$ cat config.mk
export PLATFORM = sky130hd
export DESIGN_NAME = ulms_top
export DESIGN_NICKNAME = d
export VERILOG_FILES = /design/src/hw/ulms_pkg.sv /design/src/hw/ulms_rx_fifo.sv /design/src/hw/ulms_top.sv
export SDC_FILE = /design/constraint.sdc
export NUM_CORES = 1
export LEC_CHECK = 0
export BUFFER_PORTS_ARGS = -buffer_cell sky130_fd_sc_hd__buf_2
export CORE_MARGIN = 2
export CORE_UTILIZATION = 60
export DETAILED_ROUTE_END_ITERATION = 6
export PLACE_DENSITY = 0.79
export SYNTH_ARGS = -nofsm -noshare
export SYNTH_HDL_FRONTEND = slang
export SYNTH_SLANG_ARGS = --single-unit
$ cat constraint.sdc
create_clock -name ref_clk -period 4.6 [get_ports ref_clk]
set_input_delay 0.46 -clock ref_clk [delete_from_list [all_inputs] [get_ports ref_clk]]
set_output_delay 0.46 -clock ref_clk [all_outputs]
set_load 0.005 [all_outputs]
$ cat src/hw/ulms_pkg.sv
// Package: register map, field positions and carrier types of the line and modem status block
`default_nettype none
package ulms_pkg;
   // Register offsets on the special function register port
   localparam logic [7:0] ADDR_DATA        = 8'h00_E1;
   localparam logic [7:0] ADDR_MODEM_CTRL  = 8'h00_E5;
   localparam logic [7:0] ADDR_LINE_STATUS = 8'h00_E6;
   localparam logic [7:0] ADDR_MODEM_STAT  = 8'h00_E7;

   // Modem control fields
   localparam int MC_TERM_READY  = 0;
   localparam int MC_REQ_SEND    = 1;
   localparam int MC_AUX_ONE     = 2;
   localparam int MC_AUX_TWO     = 3;
   localparam int MC_WRAP        = 4;
   localparam int MC_DIR_LO      = 6;
   localparam logic [7:0] MODEM_CTRL_RESET = 8'h00_00;

   // Line status fields
   localparam int LS_DATA_AVAIL  = 0;
   localparam int LS_OVERRUN     = 1;
   localparam int LS_PARITY      = 2;
   localparam int LS_FRAMING     = 3;
   localparam int LS_BREAK       = 4;
   localparam int LS_TX_EMPTY    = 5;
   localparam int LS_TX_ALL      = 6;
   localparam int LS_FIFO_ERR    = 7;
   localparam logic [7:0] LINE_STATUS_RESET = 8'h00_00;

   // Modem status fields: changes in 3:0, levels in 7:4
   localparam int MS_CTS_CHG     = 0;
   localparam int MS_DSR_CHG     = 1;
   localparam int MS_RING_EDGE   = 2;
   localparam int MS_DCD_CHG     = 3;
   localparam int MS_LEVEL_LO    = 4;
   localparam logic [7:0] MODEM_STAT_RESET = 8'h00_00;

   // Transceiver direction mode encodings
   localparam logic [1:0] DIR_SLEEP       = 2'h0;
   localparam logic [1:0] DIR_HALF        = 2'h1;
   localparam logic [1:0] DIR_FULL_SLAVE  = 2'h2;
   localparam logic [1:0] DIR_FULL_MASTER = 2'h3;

   // Receive FIFO depth
   localparam int RX_FIFO_DEPTH = 16;

   // Received character with its error marks
   typedef struct packed {
      logic       brk;
      logic       framing;
      logic       parity;
      logic [7:0] data;
   } ulms_rx_char_s;

   // Modem lines in asserted-high form: dcd, ring, dsr, cts
   typedef struct packed {
      logic dcd;
      logic ring;
      logic dsr;
      logic cts;
   } ulms_modem_s;
endpackage : ulms_pkg
`default_nettype wire

$ cat src/hw/ulms_rx_fifo.sv
// Receive FIFO holding characters with their error marks and an error census
`default_nettype none
module ulms_rx_fifo #(
   parameter int DEPTH = ulms_pkg::RX_FIFO_DEPTH
) (
   input  wire logic                   ref_clk,
   input  wire logic                   rst,
   input  wire logic                   flush,
   input  wire logic                   push,
   input  wire ulms_pkg::ulms_rx_char_s push_char,
   input  wire logic                   pop,
   output ulms_pkg::ulms_rx_char_s     head,
   output logic                        empty,
   output logic                        full,
   output logic                        any_err
);
   localparam int AW = $clog2(DEPTH);

   // Power of two keeps pointer wrap free
   if (DEPTH < 2 || (1 << AW) != DEPTH) begin : g_depth_chk
      $error("ulms_rx_fifo: DEPTH must be a power of two, at least 2");
   end

   ulms_pkg::ulms_rx_char_s mem_q [DEPTH];
   logic [AW-1:0] wr_q;
   logic [AW-1:0] rd_q;
   logic [AW:0]   cnt_q;
   logic [AW:0]   err_q;
   logic          do_push;
   logic          do_pop;
   logic          push_err;
   logic          pop_err;

   assign empty    = (cnt_q == '0);
   assign full     = (cnt_q == (AW+1)'(DEPTH));
   assign do_push  = push & ~full;
   assign do_pop   = pop & ~empty;
   assign head     = mem_q[rd_q];
   assign push_err = push_char.parity | push_char.framing | push_char.brk;
   assign pop_err  = head.parity | head.framing | head.brk;
   assign any_err  = (err_q != '0);

   // Storage, no reset needed for the data array
   always_ff @(posedge ref_clk) begin
      if (do_push) begin
         mem_q[wr_q] <= push_char;
      end
   end

   // Pointers and occupancy
   always_ff @(posedge ref_clk or posedge rst) begin
      if (rst) begin
         wr_q  <= '0;
         rd_q  <= '0;
         cnt_q <= '0;
      end else if (flush) begin
         wr_q  <= '0;
         rd_q  <= '0;
         cnt_q <= '0;
      end else begin
         wr_q  <= wr_q + AW'(do_push);
         rd_q  <= rd_q + AW'(do_pop);
         cnt_q <= cnt_q + (AW+1)'(do_push) - (AW+1)'(do_pop);
      end
   end

   // Count of entries that carry any error mark
   always_ff @(posedge ref_clk or posedge rst) begin
      if (rst) begin
         err_q <= '0;
      end else if (flush) begin
         err_q <= '0;
      end else begin
         err_q <= err_q + (AW+1)'(do_push & push_err) - (AW+1)'(do_pop & pop_err);
      end
   end
endmodule : ulms_rx_fifo
`default_nettype wire

$ cat src/hw/ulms_top.sv
// Line and modem status block: wrap mode, transceiver enables, status registers
// Function
// - Wrap mode holds serial_tx_line high, feeds transmit shifter into receiver.
// - Wrap mode loops terminal ready, request send, aux one, aux two internally.
// - Half- and full-duplex modes raise driver_enable while transmit FIFO is not empty.
// - Half-duplex mode drives receiver enable high only while transmitting.
// - Sleep mode holds receiver enable high.
// - Full-duplex modes hold receiver enable low.
// - Data available flag follows receive FIFO holding a character.
// - Character arriving at full FIFO sets overrun and raises line interrupt.
// - Parity error at FIFO head sets parity flag, raises line interrupt.
// - Missing stop bit at FIFO head sets framing flag, raises line interrupt.
// - Break sets break flag, pushes zero character, raises line interrupt.
// - Line status read clears overrun, parity, framing, break flags; summary only once no marked character is stored.
// - Transmit FIFO empty flag set when empty, cleared by data write.
// - All-empty flag needs FIFO and shifter empty, cleared by data write.
// - Summary flag set while any FIFO character carries an error.
// - Clear-to-send, set-ready and carrier changes set their change flags.
// - Ring trailing edge flag set only on ring line low to high.
// - Status bits 7:4 report inverted inputs, or outputs in wrap mode.
// - Line interrupt has top priority, cleared by line status read.
// - Modem interrupt has lowest priority, cleared by modem status read.
`default_nettype none
module ulms_top #(
   parameter int RX_DEPTH = ulms_pkg::RX_FIFO_DEPTH
) (
   input  wire logic                ref_clk,
   input  wire logic                rst,
   // Special function register port
   input  wire logic [7:0]          sfr_addr,
   input  wire logic                sfr_rd,
   input  wire logic                sfr_wr,
   input  wire logic [7:0]          sfr_wdata,
   input  wire logic                divisor_access,
   output logic [7:0]               sfr_rdata,
   // Receive shift register side
   input  wire logic                rx_char_valid,
   input  wire ulms_pkg::ulms_rx_char_s rx_char,
   input  wire logic                rx_fifo_flush,
   output logic                     rx_serial_in,
   // Transmit side
   input  wire logic                tx_shift_out,
   input  wire logic                tx_shift_busy,
   input  wire logic                tx_fifo_nonempty,
   output logic                     tx_data_write,
   output logic [7:0]               tx_data,
   // Pins
   input  wire logic                serial_rx_pin,
   output logic                     serial_tx_line,
   input  wire logic                clear_to_send_n,
   input  wire logic                set_ready_n,
   input  wire logic                bell_line_n,
   input  wire logic                carrier_detect_n,
   output logic                     request_send_n,
   output logic                     terminal_ready_n,
   output logic                     driver_enable,
   output logic                     rx_transceiver_enable_n,
   // Interrupt sources for the identification logic
   output logic                     line_status_irq,
   output logic                     rx_data_irq,
   output logic                     tx_empty_irq,
   output logic                     modem_status_irq
);
   ulms_pkg::ulms_rx_char_s head;
   ulms_pkg::ulms_rx_char_s push_char;
   ulms_pkg::ulms_modem_s   pins_s1_q;
   ulms_pkg::ulms_modem_s   pins_s2_q;
   ulms_pkg::ulms_modem_s   level;
   ulms_pkg::ulms_modem_s   level_prev_q;
   logic [7:0] mctrl_q;
   logic [1:0] dir_mode;
   logic       wrap;
   logic       rx_pin_s1_q;
   logic       rx_pin_s2_q;
   logic       fifo_empty;
   logic       fifo_full;
   logic       fifo_err;
   logic       fifo_push;
   logic       fifo_pop;
   logic       head_new_q;
   logic       ls_read;
   logic       ms_read;
   logic       data_read;
   logic       data_write;
   logic       overrun_q;
   logic       parity_q;
   logic       framing_q;
   logic       break_q;
   logic       fifo_err_q;
   logic       tx_empty_q;
   logic       tx_all_q;
   logic [3:0] change_q;
   logic [3:0] change_set;
   logic [7:0] line_status;
   logic [7:0] modem_status;
   logic [7:0] rdata_d;
   logic [7:0] rdata_q;
   logic       txd_q;
   logic       rxs_q;

   // Address decode shared by reads and writes
   function automatic logic hit(input logic [7:0] a, input logic [7:0] reg_addr);
      hit = (a == reg_addr);
   endfunction : hit

   assign ls_read    = sfr_rd & hit(sfr_addr, ulms_pkg::ADDR_LINE_STATUS);
   assign ms_read    = sfr_rd & hit(sfr_addr, ulms_pkg::ADDR_MODEM_STAT);
   assign data_read  = sfr_rd & ~divisor_access & hit(sfr_addr, ulms_pkg::ADDR_DATA);
   assign data_write = sfr_wr & ~divisor_access & hit(sfr_addr, ulms_pkg::ADDR_DATA);

   // Modem control register, write only from software
   always_ff @(posedge ref_clk or posedge rst) begin
      if (rst) begin
         mctrl_q <= ulms_pkg::MODEM_CTRL_RESET;
      end else if (sfr_wr && hit(sfr_addr, ulms_pkg::ADDR_MODEM_CTRL)) begin
         mctrl_q <= sfr_wdata;
      end
   end

   assign wrap     = mctrl_q[ulms_pkg::MC_WRAP];
   assign dir_mode = mctrl_q[ulms_pkg::MC_DIR_LO +: 2];

   // Transmit data write is a pulse to the transmit FIFO
   assign tx_data_write = data_write;
   assign tx_data       = sfr_wdata;

   // Two-flop synchronisers for every pin input
   always_ff @(posedge ref_clk or posedge rst) begin
      if (rst) begin
         pins_s1_q   <= '1;
         pins_s2_q   <= '1;
         rx_pin_s1_q <= 1'b1;
         rx_pin_s2_q <= 1'b1;
      end else begin
         pins_s1_q   <= {carrier_detect_n, bell_line_n, set_ready_n, clear_to_send_n};
         pins_s2_q   <= pins_s1_q;
         rx_pin_s1_q <= serial_rx_pin;
         rx_pin_s2_q <= rx_pin_s1_q;
      end
   end

   // Serial path: wrap parks the line idle and closes the loop
   always_ff @(posedge ref_clk or posedge rst) begin
      if (rst) begin
         txd_q <= 1'b1;
         rxs_q <= 1'b1;
      end else begin
         txd_q <= wrap ? 1'b1 : tx_shift_out;
         rxs_q <= wrap ? tx_shift_out : rx_pin_s2_q;
      end
   end

   assign serial_tx_line = txd_q;
   assign rx_serial_in   = rxs_q;

   // Modem outputs go inactive in wrap so the far end sees nothing
   assign request_send_n   = wrap | ~mctrl_q[ulms_pkg::MC_REQ_SEND];
   assign terminal_ready_n = wrap | ~mctrl_q[ulms_pkg::MC_TERM_READY];

   // Effective modem levels, asserted high
   always_comb begin
      if (wrap) begin
         level.cts  = mctrl_q[ulms_pkg::MC_REQ_SEND];
         level.dsr  = mctrl_q[ulms_pkg::MC_TERM_READY];
         level.ring = mctrl_q[ulms_pkg::MC_AUX_ONE];
         level.dcd  = mctrl_q[ulms_pkg::MC_AUX_TWO];
      end else begin
         level = ~pins_s2_q;
      end
   end

   // Transceiver enables from the direction mode
   always_comb begin
      driver_enable           = 1'b0;
      rx_transceiver_enable_n = 1'b0;
      unique case (dir_mode)
         ulms_pkg::DIR_SLEEP: begin
            rx_transceiver_enable_n = 1'b1;
         end
         ulms_pkg::DIR_HALF: begin
            driver_enable           = tx_fifo_nonempty;
            rx_transceiver_enable_n = tx_fifo_nonempty | tx_shift_busy;
         end
         ulms_pkg::DIR_FULL_SLAVE, ulms_pkg::DIR_FULL_MASTER: begin
            driver_enable           = tx_fifo_nonempty;
            rx_transceiver_enable_n = 1'b0;
         end
      endcase
   end

   // Break enters the FIFO as one all-zero character
   always_comb begin
      push_char = rx_char;
      if (rx_char.brk) begin
         push_char.data = '0;
      end
   end

   // Overrun drops the new character and leaves the FIFO alone
   assign fifo_push = rx_char_valid & ~fifo_full;
   assign fifo_pop  = data_read;

   ulms_rx_fifo #(
      .DEPTH (RX_DEPTH)
   ) u_rx_fifo (
      .ref_clk   (ref_clk),
      .rst       (rst),
      .flush     (rx_fifo_flush),
      .push      (fifo_push),
      .push_char (push_char),
      .pop       (fifo_pop),
      .head      (head),
      .empty     (fifo_empty),
      .full      (fifo_full),
      .any_err   (fifo_err)
   );

   // Pulse the cycle a new character reaches the head
   always_ff @(posedge ref_clk or posedge rst) begin
      if (rst) begin
         head_new_q <= 1'b0;
      end else begin
         head_new_q <= ~rx_fifo_flush & (fifo_pop | (fifo_push & fifo_empty));
      end
   end

   // Receive error flags; a new event beats the read clear
   always_ff @(posedge ref_clk or posedge rst) begin
      if (rst) begin
         overrun_q <= 1'b0;
         parity_q  <= 1'b0;
         framing_q <= 1'b0;
         break_q   <= 1'b0;
      end else begin
         overrun_q <= (overrun_q & ~ls_read) | (rx_char_valid & fifo_full);
         parity_q  <= (parity_q & ~ls_read) | (head_new_q & ~fifo_empty & head.parity);
         framing_q <= (framing_q & ~ls_read) | (head_new_q & ~fifo_empty & head.framing);
         break_q   <= (break_q & ~ls_read) | (head_new_q & ~fifo_empty & head.brk);
      end
   end

   // Summary stays set while any marked character remains stored
   always_ff @(posedge ref_clk or posedge rst) begin
      if (rst) begin
         fifo_err_q <= 1'b0;
      end else begin
         fifo_err_q <= (fifo_err_q & ~ls_read) | fifo_err;
      end
   end

   // Transmit emptiness; the write clears at once, before the FIFO count moves
   always_ff @(posedge ref_clk or posedge rst) begin
      if (rst) begin
         tx_empty_q <= ulms_pkg::LINE_STATUS_RESET[ulms_pkg::LS_TX_EMPTY];
         tx_all_q   <= ulms_pkg::LINE_STATUS_RESET[ulms_pkg::LS_TX_ALL];
      end else begin
         tx_empty_q <= ~tx_fifo_nonempty & ~data_write;
         tx_all_q   <= ~tx_fifo_nonempty & ~tx_shift_busy & ~data_write;
      end
   end

   // Change detectors on the effective levels
   always_ff @(posedge ref_clk or posedge rst) begin
      if (rst) begin
         level_prev_q <= '0;
      end else begin
         level_prev_q <= level;
      end
   end

   // Ring trailing edge: line goes low to high, so asserted level falls
   assign change_set[ulms_pkg::MS_CTS_CHG]   = level.cts ^ level_prev_q.cts;
   assign change_set[ulms_pkg::MS_DSR_CHG]   = level.dsr ^ level_prev_q.dsr;
   assign change_set[ulms_pkg::MS_RING_EDGE] = level_prev_q.ring & ~level.ring;
   assign change_set[ulms_pkg::MS_DCD_CHG]   = level.dcd ^ level_prev_q.dcd;

   // Change flags clear on modem status read unless a change lands then
   always_ff @(posedge ref_clk or posedge rst) begin
      if (rst) begin
         change_q <= ulms_pkg::MODEM_STAT_RESET[3:0];
      end else begin
         change_q <= (change_q & ~{4{ms_read}}) | change_set;
      end
   end

   // Register images
   always_comb begin
      line_status = ulms_pkg::LINE_STATUS_RESET;
      line_status[ulms_pkg::LS_DATA_AVAIL] = ~fifo_empty;
      line_status[ulms_pkg::LS_OVERRUN]    = overrun_q;
      line_status[ulms_pkg::LS_PARITY]     = parity_q;
      line_status[ulms_pkg::LS_FRAMING]    = framing_q;
      line_status[ulms_pkg::LS_BREAK]      = break_q;
      line_status[ulms_pkg::LS_TX_EMPTY]   = tx_empty_q;
      line_status[ulms_pkg::LS_TX_ALL]     = tx_all_q;
      line_status[ulms_pkg::LS_FIFO_ERR]   = fifo_err_q;
   end

   assign modem_status = {level, change_q};

   // Read mux; unmapped offsets read zero
   always_comb begin
      rdata_d = '0;
      if (ls_read) begin
         rdata_d = line_status;
      end else if (ms_read) begin
         rdata_d = modem_status;
      end else if (data_read) begin
         rdata_d = fifo_empty ? '0 : head.data;
      end
   end

   // Read data lands one cycle after the strobe and holds until next read
   always_ff @(posedge ref_clk or posedge rst) begin
      if (rst) begin
         rdata_q <= '0;
      end else if (sfr_rd) begin
         rdata_q <= rdata_d;
      end
   end

   assign sfr_rdata = rdata_q;

   // Interrupt sources; priority is resolved by the identification logic
   assign line_status_irq  = overrun_q | parity_q | framing_q | break_q;
   assign rx_data_irq      = ~fifo_empty;
   assign tx_empty_irq     = tx_empty_q;
   assign modem_status_irq = |change_q;
endmodule : ulms_top
`default_nettype wire

# After elaboration in Yosys (flattened, before gate mapping)
# Memories as Yosys holds them, arrays and structs flattened.
# Index checks and enable logic that the tools add are counted.
dict set report op_classes {
  n_addsub 6
  mux 16
  bitwise_logic 61
  n_eq_ne 8
  reduce_logical 7
}
# op count
set op_table {}
lappend op_table {{8-bit 2-to-1 mux} 5}
lappend op_table {{8-bit == test, second input constant} 4}
lappend op_table {{1-bit bitwise AND} 27}
lappend op_table {{1-bit OR} 16}
lappend op_table {{4-bit 2-to-1 mux} 3}
lappend op_table {{1-bit inverter} 11}
lappend op_table {{5-bit 2-to-1 mux} 2}
lappend op_table {{4-bit by 1-bit adder with 4-bit output} 2}
lappend op_table {{4-bit inverter} 2}
lappend op_table {{5-bit by 1-bit adder with 5-bit output} 1}
lappend op_table {{5-bit adder} 1}
lappend op_table {{5-bit == test, second input constant} 1}
lappend op_table {{5-bit zero test} 1}
lappend op_table {{1-bit 2-to-1 mux} 5}
lappend op_table {{5-bit nonzero test} 1}
lappend op_table {{5-bit by 1-bit subtractor with 5-bit output} 1}
lappend op_table {{5-bit subtractor} 1}
lappend op_table {{4-bit bitwise AND} 1}
lappend op_table {{2-bit == test, second input constant} 2}
lappend op_table {{4-bit OR} 1}
lappend op_table {{4-bit OR reduction} 1}
lappend op_table {{1-bit case mux with 3 select lines} 1}
lappend op_table {{3-bit OR reduction} 1}
lappend op_table {{1-bit XOR} 3}
lappend op_table {{other kinds (4)} 4}
dict set report word_totals {
  reg_bits 62
  word_cells 130
  mem_count 1
  out_inout_bits 27
  ramBits 176
}
# memory depth width read_ports rd_clocked_by_memory_dff wr line
set memory_table {}
lappend memory_table {u_rx_fifo.mem_q 16 11 1 0 1 ulms_rx_fifo.sv:24} ;# ulms_pkg::ulms_rx_char_s mem_q [DEPTH];

# Longest topological paths before layout
# Gate-level depths: netlist of the first run.
dict set report depth {
  depth_word 8
  mapped_depth 17
  ltp_nobuf 15
}

# Hierarchy
# From an unflattened synthesis of the first run, not the netlist that was laid out.
dict set report hier_totals {
  hier_cells 528
  area_unflattened_um2 9675.5
}
# module instances seq_area_each_um2 cells_each area_per_inst_um2
set by_module_without_submodules {}
lappend by_module_without_submodules {ulms_rx_fifo 1 5735.5 377 7771.2}
lappend by_module_without_submodules {ulms_top 1 1091.0 151 1904.3}

# Worst setup path before layout of the first run
# OpenSTA, ideal clock, no wires.
dict set report synth_path {
  path_type {register -> register}
  from {reg u_rx_fifo.rd_q[0]}
  to {reg u_rx_fifo.err_q[4]}
  arrival_ns 3.143
  required_time_ns 4.522
  path_stages_with_launch 18
  setup_slack_ns 1.378
  path_buffers 2
  cell_sequence {dfrtp_1 buf_6 buf_2 mux4_2 a22oi_1 nand3_1 nor3_1 nor2_1 ha_1 inv_1 ha_1 inv_1 fa_1 inv_1 a21oi_1 nor2_1 or3_1 a21oi_1}
}
dict set report synth_between {
  elab_chain_len 6
}
# element line
set synth_rtl {}
lappend synth_rtl {{start, declared} ulms_rx_fifo.sv:26} ;# logic [AW-1:0] rd_q;
lappend synth_rtl {{start signal, assigned} ulms_rx_fifo.sv:62} ;# rd_q <= rd_q + AW'(do_pop);
lappend synth_rtl {{memory read 16 x 11 bit *} -}
lappend synth_rtl {{1-bit OR} ulms_rx_fifo.sv:40} ;# assign pop_err = head.parity | head.framing | head.brk;
lappend synth_rtl {{1-bit OR *} ulms_rx_fifo.sv:40}
lappend synth_rtl {{1-bit bitwise AND *} ulms_rx_fifo.sv:74} ;# err_q <= err_q + (AW+1)'(do_push & push_err) - (AW+1)'(do_pop & pop_err);
lappend synth_rtl {{5-bit subtractor *} ulms_rx_fifo.sv:74}
lappend synth_rtl {{5-bit 2-to-1 mux *} ulms_rx_fifo.sv:71} ;# end else if (flush) begin
lappend synth_rtl {{end signal, assigned} ulms_rx_fifo.sv:74}
lappend synth_rtl {{end, declared} ulms_rx_fifo.sv:28} ;# logic [AW:0] err_q;
# Every way passes the cells marked *; elsewhere a longest branch is shown, timed or not.
# A chain may end at the register's enable or synchronous reset.

# Final worst setup path of the first run
dict set report layout_path {
  from {reg u_rx_fifo.cnt_q[2]}
  to {reg u_rx_fifo.cnt_q[4]}
}
dict set report layout_between {
  elab_chain_len 7
  elab_cells_between_ends 10
  classes_between {2 x add/sub; 1 x eq/ne; 1 x mux; 5 x bitwise; 1 x reduce/logical}
}
# element line
set layout_rtl {}
lappend layout_rtl {{start, declared} ulms_rx_fifo.sv:27} ;# logic [AW:0] cnt_q;
lappend layout_rtl {{start signal, assigned} ulms_rx_fifo.sv:63} ;# cnt_q <= cnt_q + (AW+1)'(do_push) - (AW+1)'(do_pop);
lappend layout_rtl {{5-bit == test} ulms_rx_fifo.sv:35} ;# assign full = (cnt_q == (AW+1)'(DEPTH));
lappend layout_rtl {{1-bit inverter} {ulms_rx_fifo.sv:36, ulms_top.sv:200}}
lappend layout_rtl {{1-bit bitwise AND} ulms_top.sv:200} ;# assign fifo_push = rx_char_valid & ~fifo_full;
lappend layout_rtl {{1-bit bitwise AND} ulms_rx_fifo.sv:36} ;# assign do_push = push & ~full;
lappend layout_rtl {{5-bit by 1-bit adder with 5-bit output} ulms_rx_fifo.sv:63}
lappend layout_rtl {{5-bit by 1-bit subtractor with 5-bit output *} ulms_rx_fifo.sv:63}
lappend layout_rtl {{5-bit 2-to-1 mux *} ulms_rx_fifo.sv:56} ;# end else if (flush) begin
# Marks and branches as above.

==> summary.md, run 1 <==
| Metric | Value |
|---|---|
| CTS root buf | `clkbuf_16` |
| Post_cts resized | `0` |
| Final Cell Area | `11000 um^2` |
| Dpl cell area | `10300 um^2` |
| Number of setup buffers added after CTS | `0` |
| Max Freq | `273 MHz` |
| Hold depth | `1` |
| Number of synthesized flops with an enable pin | `176` |
| R2R cell count | `14` |
| CTS tree | `built` |
| Status | `complete, no violations` |
| Tightest Hold Check Type | `input pin to register` |
| Post-route DRC violation count | `0` |
| Element type at the critical path end | `register` |
| Clk_lat worst skew | `0.51 ns` |
| Crit Reg-Reg Endpoint | `u_rx_fifo.cnt_q[4]$_DFF_PP0_` |
| GRT Overall Usage | `23.8%` |
| Worst setup SP type | `register` |
| Critical R2R Launch | `u_rx_fifo.cnt_q[2]$_DFF_PP0_` |
| Commonest cells after routing, fill and taps aside | `edfxtp_1 (176), buf_2 (66), nor2_1 (51), dfrtp_1 (48), mux4_2 (35)` |
| Worst Setup Path Type | `register to register` |
| Max Clock Skew | `0.0141 ns` |
| Hold Vio Cnt, Final | `0` |
| Sequential-to-total area share from yosys stat | `69.9%` |
| Die area | `17300 um^2` |
| FILL cells | `998` |
| Minimum clock period | `3.67 ns` |
| Die X | `132 um` |
| Leakage power total | `3.97 nW` |
| Largest net degree at the start of global routing | `62` |
| Via density | `5.99` |
| Final setup violation count | `0` |
| Vias in the first global route | `5428` |
| Synth Area per Inst | `17.1 um^2` |
| Clock tree buffer depth | `3` |
| Fin nets | `711` |
| Setup TNS | `0 ns` |
| Initial antenna violation count | `0` |
| Num CTS Buffers | `23` |
| Number of port buffers | `66` |
| Maximum vdd drop | `0.409 mV` |
| Wire length per cell | `22.9 um` |
| Post-DRT Antenna Nets | `0` |
| Synthesized cell area | `9770 um^2` |
| Io pins | `69` |
| Layout area overhead | `12.7%` |
| Grt ovf | `0` |
| FFs w/ async S/R, synth | `25.7%` |
| Core area | `15900 um^2` |
| Prevailing post-synth register cell | `edfxtp_1` |
| Synthesis-stage register bit count | `237` |
| Hold EP | `rx_pin_s1_q$_DFF_PP1_` |
| Fin worst setup slack | `0.934 ns` |
| Arr. time, crit path | `4.04 ns` |
| Rel. slew slack | `14.8%` |
| Max_cap viols | `0` |
| Final wirelength | `20200 um` |
| Hold_buf cts | `0` |
| Site Rows | `46` |
| Initial Utilization | `61.5%` |
| Global-route wire length before repair | `31000 um` |
| Mapped Cells | `572` |
| Tcrit/Tclk final | `79.7%` |
| Drt first pass iters | `5` |
| DR vias | `5299` |
| CTS Sinks | `237` |
| Placed wire-length estimate | `12700 um` |
| Critical path required time | `4.97 ns` |
| Die Ht | `132 um` |
| Diodes inserted | `0` |
| Core Util, Final | `69.4%` |
| Pre-CTS setup slack | `0.955 ns` |
| Power density over the cells | `425 nW/um^2` |
| Post-Synthesis Net Count | `632` |
| Worst slew pin tran | `1.27 ns` |
| Number of distinct library cells after synthesis | `47` |
| Max FO, Critical Path | `11` |
| Gp weighted congestion | `0.819` |
| Commonest non-fill, non-tap cell in the layout | `edfxtp_1` |
| Overall Power | `4.68 mW` |
| Unrepaired setup endpoints after global routing | `no` |
| Hold Path Origin | `serial_rx_pin` |
| H-tree levels | `1` |
| Yosys warns | `0` |
| Slack of the worst reg-to-reg path | `0.93 ns` |
| Clock slew at reported path FFs | `0.06 ns` |
| Final Max Tran Viols | `0` |
| Share of post-route cells with drive strength above 1 | `27.4%` |
| Initial DRC count | `431` |
## logic make-up (layout without fill, tap and decap cells)
group	count (synthesis)	count (layout)	synth area share [%]
flops	237	237	69.9
mux	73	73	13.8
simple gates	134	134	6.86
xor+xnor	14	14	1.25
buf+inv	57	153	3.05
compound gates	39	39	2.71
fa+ha+maj	18	18	2.46
## per-stage QoR
step                      hold WS [ns]  instances
after floorplan                  0.345        572
after global routing            0.0386        884
after global placement           0.346        842
after detailed placement         0.348        842
after CTS                       0.0422        884
final                           0.0561        884
## state kept, by name, indices dropped and copies added, names as in the netlist, 4 cells and up
signal,cells
u_rx_fifo.mem_q,176
sfr_rdata,8
mctrl_q,7
u_rx_fifo.cnt_q,5
u_rx_fifo.err_q,5
change_q,4
level_prev_q,4
pins_s1_q,4
pins_s2_q,4
u_rx_fifo.rd_q,4
u_rx_fifo.wr_q,4
## cell usage after synthesis, drive strengths merged, types with 3 or more instances
cell type	number	area, um^2
buf	22	164
clkbuf	11	43.8
nor3	19	95.1
a311oi	4	35.0
xnor2	9	78.8
ha	16	200
mux2	15	169
o21ai	5	25.0
nor2b	19	119
dfstp	12	315
nand3	7	35.0
inv	22	82.6
o22ai	3	18.8
xor2	5	43.8
nand4	3	18.8
nor2	51	191
nand2b	6	37.5
a21oi	9	45.0
edfxtp	176	5290
a32o	3	30.0
a31oi	3	18.8
dfrtp	49	1230
mux2i	13	130
o21a	4	30.0
nand2	13	48.8
mux4	45	1050
## cell type report
cell class / instances / area [um^2] / area share [%]
Sequential cell: 237 / 6830 / 62.0
Multi-Input combinational cell: 278 / 2660 / 24.1
Clock buffer: 30 / 602 / 5.46
Timing Repair Buffer: 87 / 488 / 4.43
Tap cell: 216 / 270 / 2.45
Inverter: 24 / 90.1 / 0.818
Clock inverter: 12 / 80.1 / 0.727
## power breakdown
group          internal, mW  switching, mW
logic                 0.205          0.272
registers              2.42         0.0590
clock network         0.977          0.747
total                  3.60           1.08
## per-layer routing
metal  global-route usage (%)  share of wire, %
met3                     4.78               6.8
met1                     31.7                41
met4                     7.00               2.7
met2                     40.4                50
met5                        0                 0
## worst max-delay path: stages, from the launching register on
cell      delay, ns
dfrtp_1        0.38
inv_1          0.09
ha_1           0.16
or4b_1         0.60
nand4_1        0.38
clkinv_1       0.35
ha_1           0.37
inv_1          0.04
ha_1           0.21
fa_1           0.44
a21oi_1        0.17
nor2_1         0.05
nor2_1         0.11
xnor2_1        0.12
nor2_1         0.05
## how the worst max path moves through the flow
stage | slack [ns] | cells after the start | end | from
after detailed placement | 0.95 | 14 | u_rx_fifo.cnt_q[4]$_DFF_PP0_ | u_rx_fifo.cnt_q[2]$_DFF_PP0_
after global routing | 0.69 | 16 | u_rx_fifo.err_q[4]$_DFF_PP0_ | u_rx_fifo.rd_q[0]$_DFF_PP0_
after floorplan | 1.38 | 17 | u_rx_fifo.err_q[4]$_DFF_PP0_ | u_rx_fifo.rd_q[0]$_DFF_PP0_
after CTS | 0.93 | 16 | u_rx_fifo.err_q[4]$_DFF_PP0_ | u_rx_fifo.rd_q[0]$_DFF_PP0_
final | 0.93 | 14 | u_rx_fifo.cnt_q[4]$_DFF_PP0_ | u_rx_fifo.cnt_q[2]$_DFF_PP0_
after global placement | 1.09 | 14 | u_rx_fifo.cnt_q[4]$_DFF_PP0_ | u_rx_fifo.cnt_q[3]$_DFF_PP0_
No activity file was read; power rests on OpenSTA's default activity.
==> inputs of run 2 (changes only) <==
--- a/config.mk
+++ b/config.mk
@@ -5,11 +5,12 @@
 export SDC_FILE = /design/constraint.sdc
 export NUM_CORES = 1
 export LEC_CHECK = 0
+export ABC_AREA = 1
 export BUFFER_PORTS_ARGS = -buffer_cell sky130_fd_sc_hd__buf_2
 export CORE_MARGIN = 2
-export CORE_UTILIZATION = 60
+export CORE_UTILIZATION = 55
 export DETAILED_ROUTE_END_ITERATION = 6
-export PLACE_DENSITY = 0.79
+export PLACE_DENSITY = 0.76
 export SYNTH_ARGS = -nofsm -noshare
 export SYNTH_HDL_FRONTEND = slang
 export SYNTH_SLANG_ARGS = --single-unit
==> constraint.sdc (replaced) <==
create_clock -name ref_clk -period 3.3 [get_ports ref_clk]
set_input_delay 0.33 -clock ref_clk [delete_from_list [all_inputs] [get_ports ref_clk]]
set_output_delay 0.33 -clock ref_clk [all_outputs]
set_load 0.005 [all_outputs]
==> run 2 against run 1 <==
Worst hold slack worse by 0.034 ns. Clock power up 67%. Global-route usage down 0.44 points. Design area up 8.3%. Sequential cell count unchanged. Clock skew down 0.0060 ns. Register-to-register slack worse by 0.73 ns. Combinational power up 43%. Fmax up 19%. Final cell count up 51%. Critical path depth up 3. Largest cell class unchanged.
==> summary.md, run 2 <==
| Metric | Value |
|---|---|
| Critical path required time | `3.76 ns` |
| Main area contributors after synthesis | `edfxtp_1 (51%), dfrtp_1 (12%), nand2_1 (10%)` |
| Switching Power | `1.63 mW` |
| Critical path endpoint | `u_rx_fifo.cnt_q[4]$_DFF_PP0_` |
| Initial Utilization | `55.8%` |
| Synth top area share | `51.0%` |
| DR vias | `7128` |
| Multi-input gate area | `2800 um^2` |
| Layout area overhead | `15.1%` |
| Leakage power total | `5.27 nW` |
| Max Freq | `323 MHz` |
| Most numerous cell in the Yosys netlist | `nand2_1` |
| Clock tree buffer depth | `3` |
| Final Max Tran Viols | `0` |
| Fin nets | `1145` |
| CTS root buf | `clkbuf_16` |
| Reg area | `6830 um^2` |
| Mapped Cells | `997` |
| Gp weighted congestion | `0.857` |
| GRT Overall Usage | `23.4%` |
| Grt ovf | `0` |
| Tightest Hold Check Type | `input pin to async pin` |
| Yosys warns | `0` |
| Slowest CP cell | `fa_1` |
| Post-synth top area cell | `edfxtp_1` |
| Final setup violation count | `0` |
| Max_cap viols | `0` |
| Number of distinct library cells after synthesis | `40` |
| Io pins | `69` |
| Minimum clock period | `3.09 ns` |
| Overall Power | `6.96 mW` |
| CP max stage delay | `0.41 ns` |
| Worst Setup Path Type | `register to register` |
| Number of synthesized flops with an enable pin | `176` |
| Setup TNS | `0 ns` |
| Core area | `18600 um^2` |
| CTS tree | `built` |
| Sequential-to-total area share from yosys stat | `65.9%` |
| Reg power frac | `49.0%` |
| FFs w/ async S/R, synth | `25.7%` |
| Slack of the worst reg-to-reg path | `0.21 ns` |
| Crit-path cells | `inv_1 -> ha_1 -> nand3_1 -> nor2_1 -> inv_1 -> nand2_1 -> inv_1 -> ha_1 -> inv_1 -> ha_1 -> fa_1 -> nand2_1 -> inv_1 -> nor2_1 -> nor2_1 -> o21a_1 -> nor3_1` |
| Die area | `20000 um^2` |
| Initial DRC count | `720` |
| Crit Reg-Reg Endpoint | `u_rx_fifo.cnt_q[4]$_DFF_PP0_` |
| R2R cell count | `17` |
| Max FFs per register | `176` |
| Status | `complete, no violations` |
| Beginning of the critical path | `u_rx_fifo.cnt_q[2]$_DFF_PP0_` |
| Final wirelength | `22800 um` |
| Unrepaired setup endpoints after global routing | `no` |
| Critical R2R Launch | `u_rx_fifo.cnt_q[2]$_DFF_PP0_` |
| Num CTS Buffers | `25` |
| CTS Sinks | `237` |
| Arr. time, crit path | `3.55 ns` |
| Synthesized cell area | `10400 um^2` |
| Synth Area per Inst | `10.4 um^2` |
| CP most frequent cell | `inv_1` |
| Core Util, Final | `64.2%` |
| Post-synth top cells | `nand2_1 (284), edfxtp_1 (176), inv_1 (124), nand3_1 (103), nor2_1 (84)` |
| Post-DRT Antenna Nets | `0` |
| Element type at the critical path end | `register` |
| Largest net degree at the start of global routing | `52` |
| Vias in the first global route | `7037` |
| Die X | `141 um` |
| Share of post-route cells with drive strength above 1 | `15.6%` |
| Worst setup SP type | `register` |
| Maximum vdd drop | `0.497 mV` |
| Site Rows | `50` |
| Switching part of the total | `23.4%` |
| Power density over the cells | `583 nW/um^2` |
| Synthesis-stage register bit count | `237` |
| Clock slew at reported path FFs | `0.06 ns` |
| Post-route DRC violation count | `0` |
| Biggest register | `u_rx_fifo.mem_q` |
| FILL cells | `1401` |
| Diodes inserted | `0` |
| Placed wire-length estimate | `14600 um` |
| Clk_lat worst skew | `0.53 ns` |
| Post-Synthesis Net Count | `1057` |
| Max FO, Critical Path | `5` |
| Via density | `5.33` |
| Max Clock Skew | `0.00814 ns` |
| Comb pwr share | `9.8%` |
| Worst hold margin | `0.0218 ns` |
| Prevailing post-synth register cell | `edfxtp_1` |
| Placed Cells | `1286` |
| Commonest non-fill, non-tap cell in the layout | `nand2_1` |
| Drt first pass iters | `5` |
| Layout Cells excl Fill | `1338` |
| Initial antenna violation count | `0` |
| Commonest cells after routing, fill and taps aside | `nand2_1 (284), edfxtp_1 (176), inv_1 (123), nand3_1 (103), nor2_1 (84)` |
| Number of port buffers | `66` |
| Rel. slew slack | `20.3%` |
| Wire length per cell | `17.0 um` |
| Die Ht | `141 um` |
| Clock Power Share | `41.2%` |
| Global-route wire length before repair | `36000 um` |
| Internal Power | `5.33 mW` |
| H-tree levels | `1` |
| Hold Vio Cnt, Final | `0` |
| Tcrit/Tclk final | `93.7%` |
| Worst slew pin tran | `1.19 ns` |
run 2: stage by stage:
stage / setup WS [ns] / area (um^2)
CTS: 0.191 / 11900
global route: 0.0104 / 11900
detailed placement: 0.244 / 11000
floorplan: 0.626 / 10400
finish: 0.208 / 11900
global placement: 0.338 / 11000
run 2: power by group through the flow:
stage / clock network [mW] / registers, mW / logic [mW]
5_1_grt: 3.03 / 3.43 / 0.775
3_3_place_gp: 0 / 3.47 / 0.656
4_1_cts: 2.90 / 3.42 / 0.688
3_5_place_dp: 0 / 3.48 / 0.675
2_1_floorplan: 0 / 3.46 / 0.463
6_report: 2.87 / 3.41 / 0.682
run 2: final cells by class:
type / count / area share (%)
Clock inverter: 10 / 0.996
Tap cell: 234 / 2.45
Clock buffer: 36 / 6.22
Multi-Input combinational cell: 585 / 23.5
Sequential cell: 237 / 57.2
Timing Repair Buffer: 107 / 5.61
Inverter: 129 / 4.06
run 2: worst min path at each step:
| stage | start | endpoint | slack, ns | depth (start not counted) |
|---|---|---|---|---|
| floorplan | clear_to_send_n | pins_s1_q[0]$_DFF_PP1_ | 0.33 | 0 |
| global placement | rx_pin_s1_q$_DFF_PP1_ | rx_pin_s2_q$_DFF_PP1_ | 0.35 | 0 |
| detailed placement | pins_s1_q[0]$_DFF_PP1_ | pins_s2_q[0]$_DFF_PP1_ | 0.35 | 0 |
| CTS | sfr_wdata[7] | mctrl_q[7]$_DFFE_PP0P_ | 0.03 | 2 |
| global route | sfr_wdata[3] | mctrl_q[3]$_DFFE_PP0P_ | 0.04 | 2 |
| finish | rst | u_rx_fifo.err_q[3]$_DFF_PP0_ | 0.02 | 2 |
run 2: cells by family after synthesis:
| kind of cell | synth area share, % |
|---|---|
| fa+ha+maj | 2.32 |
| mux | 0.760 |
| buf+inv | 7.17 |
| xor+xnor | 0.845 |
| simple gates | 20.2 |
| flops | 65.9 |
| compound gates | 2.90 |
run 2: what timing repair did:
item / in CTS / in global routing
gates resized for setup: 0 / 2
hold buffers: 6 / 0
setup buffers: 0 / 0
endpoints found under the hold margin: 7 / 0
endpoints found under the setup margin: 0 / 1
run 2: layer usage:
layer	wire length [um]	vias to the layer above	track usage [%]	share of wire (%)
li1	-	3437	-	-
met1	9190	3361	30.6	40
met2	10900	265	38.3	48
met3	1690	65	4.93	7.4
met4	945	0	10.2	4.2
met5	0	-	0	0
run 2: worst max-delay path: cells and delay by family (launching register included):
family	cells	cell delay, ns
AO/OA/AOI/OAI	1	0.16
adder cells (fa/ha/maj)	4	1.08
AND/OR/NAND/NOR	7	0.90
flip-flops	1	0.38
buffers and inverters	5	0.49
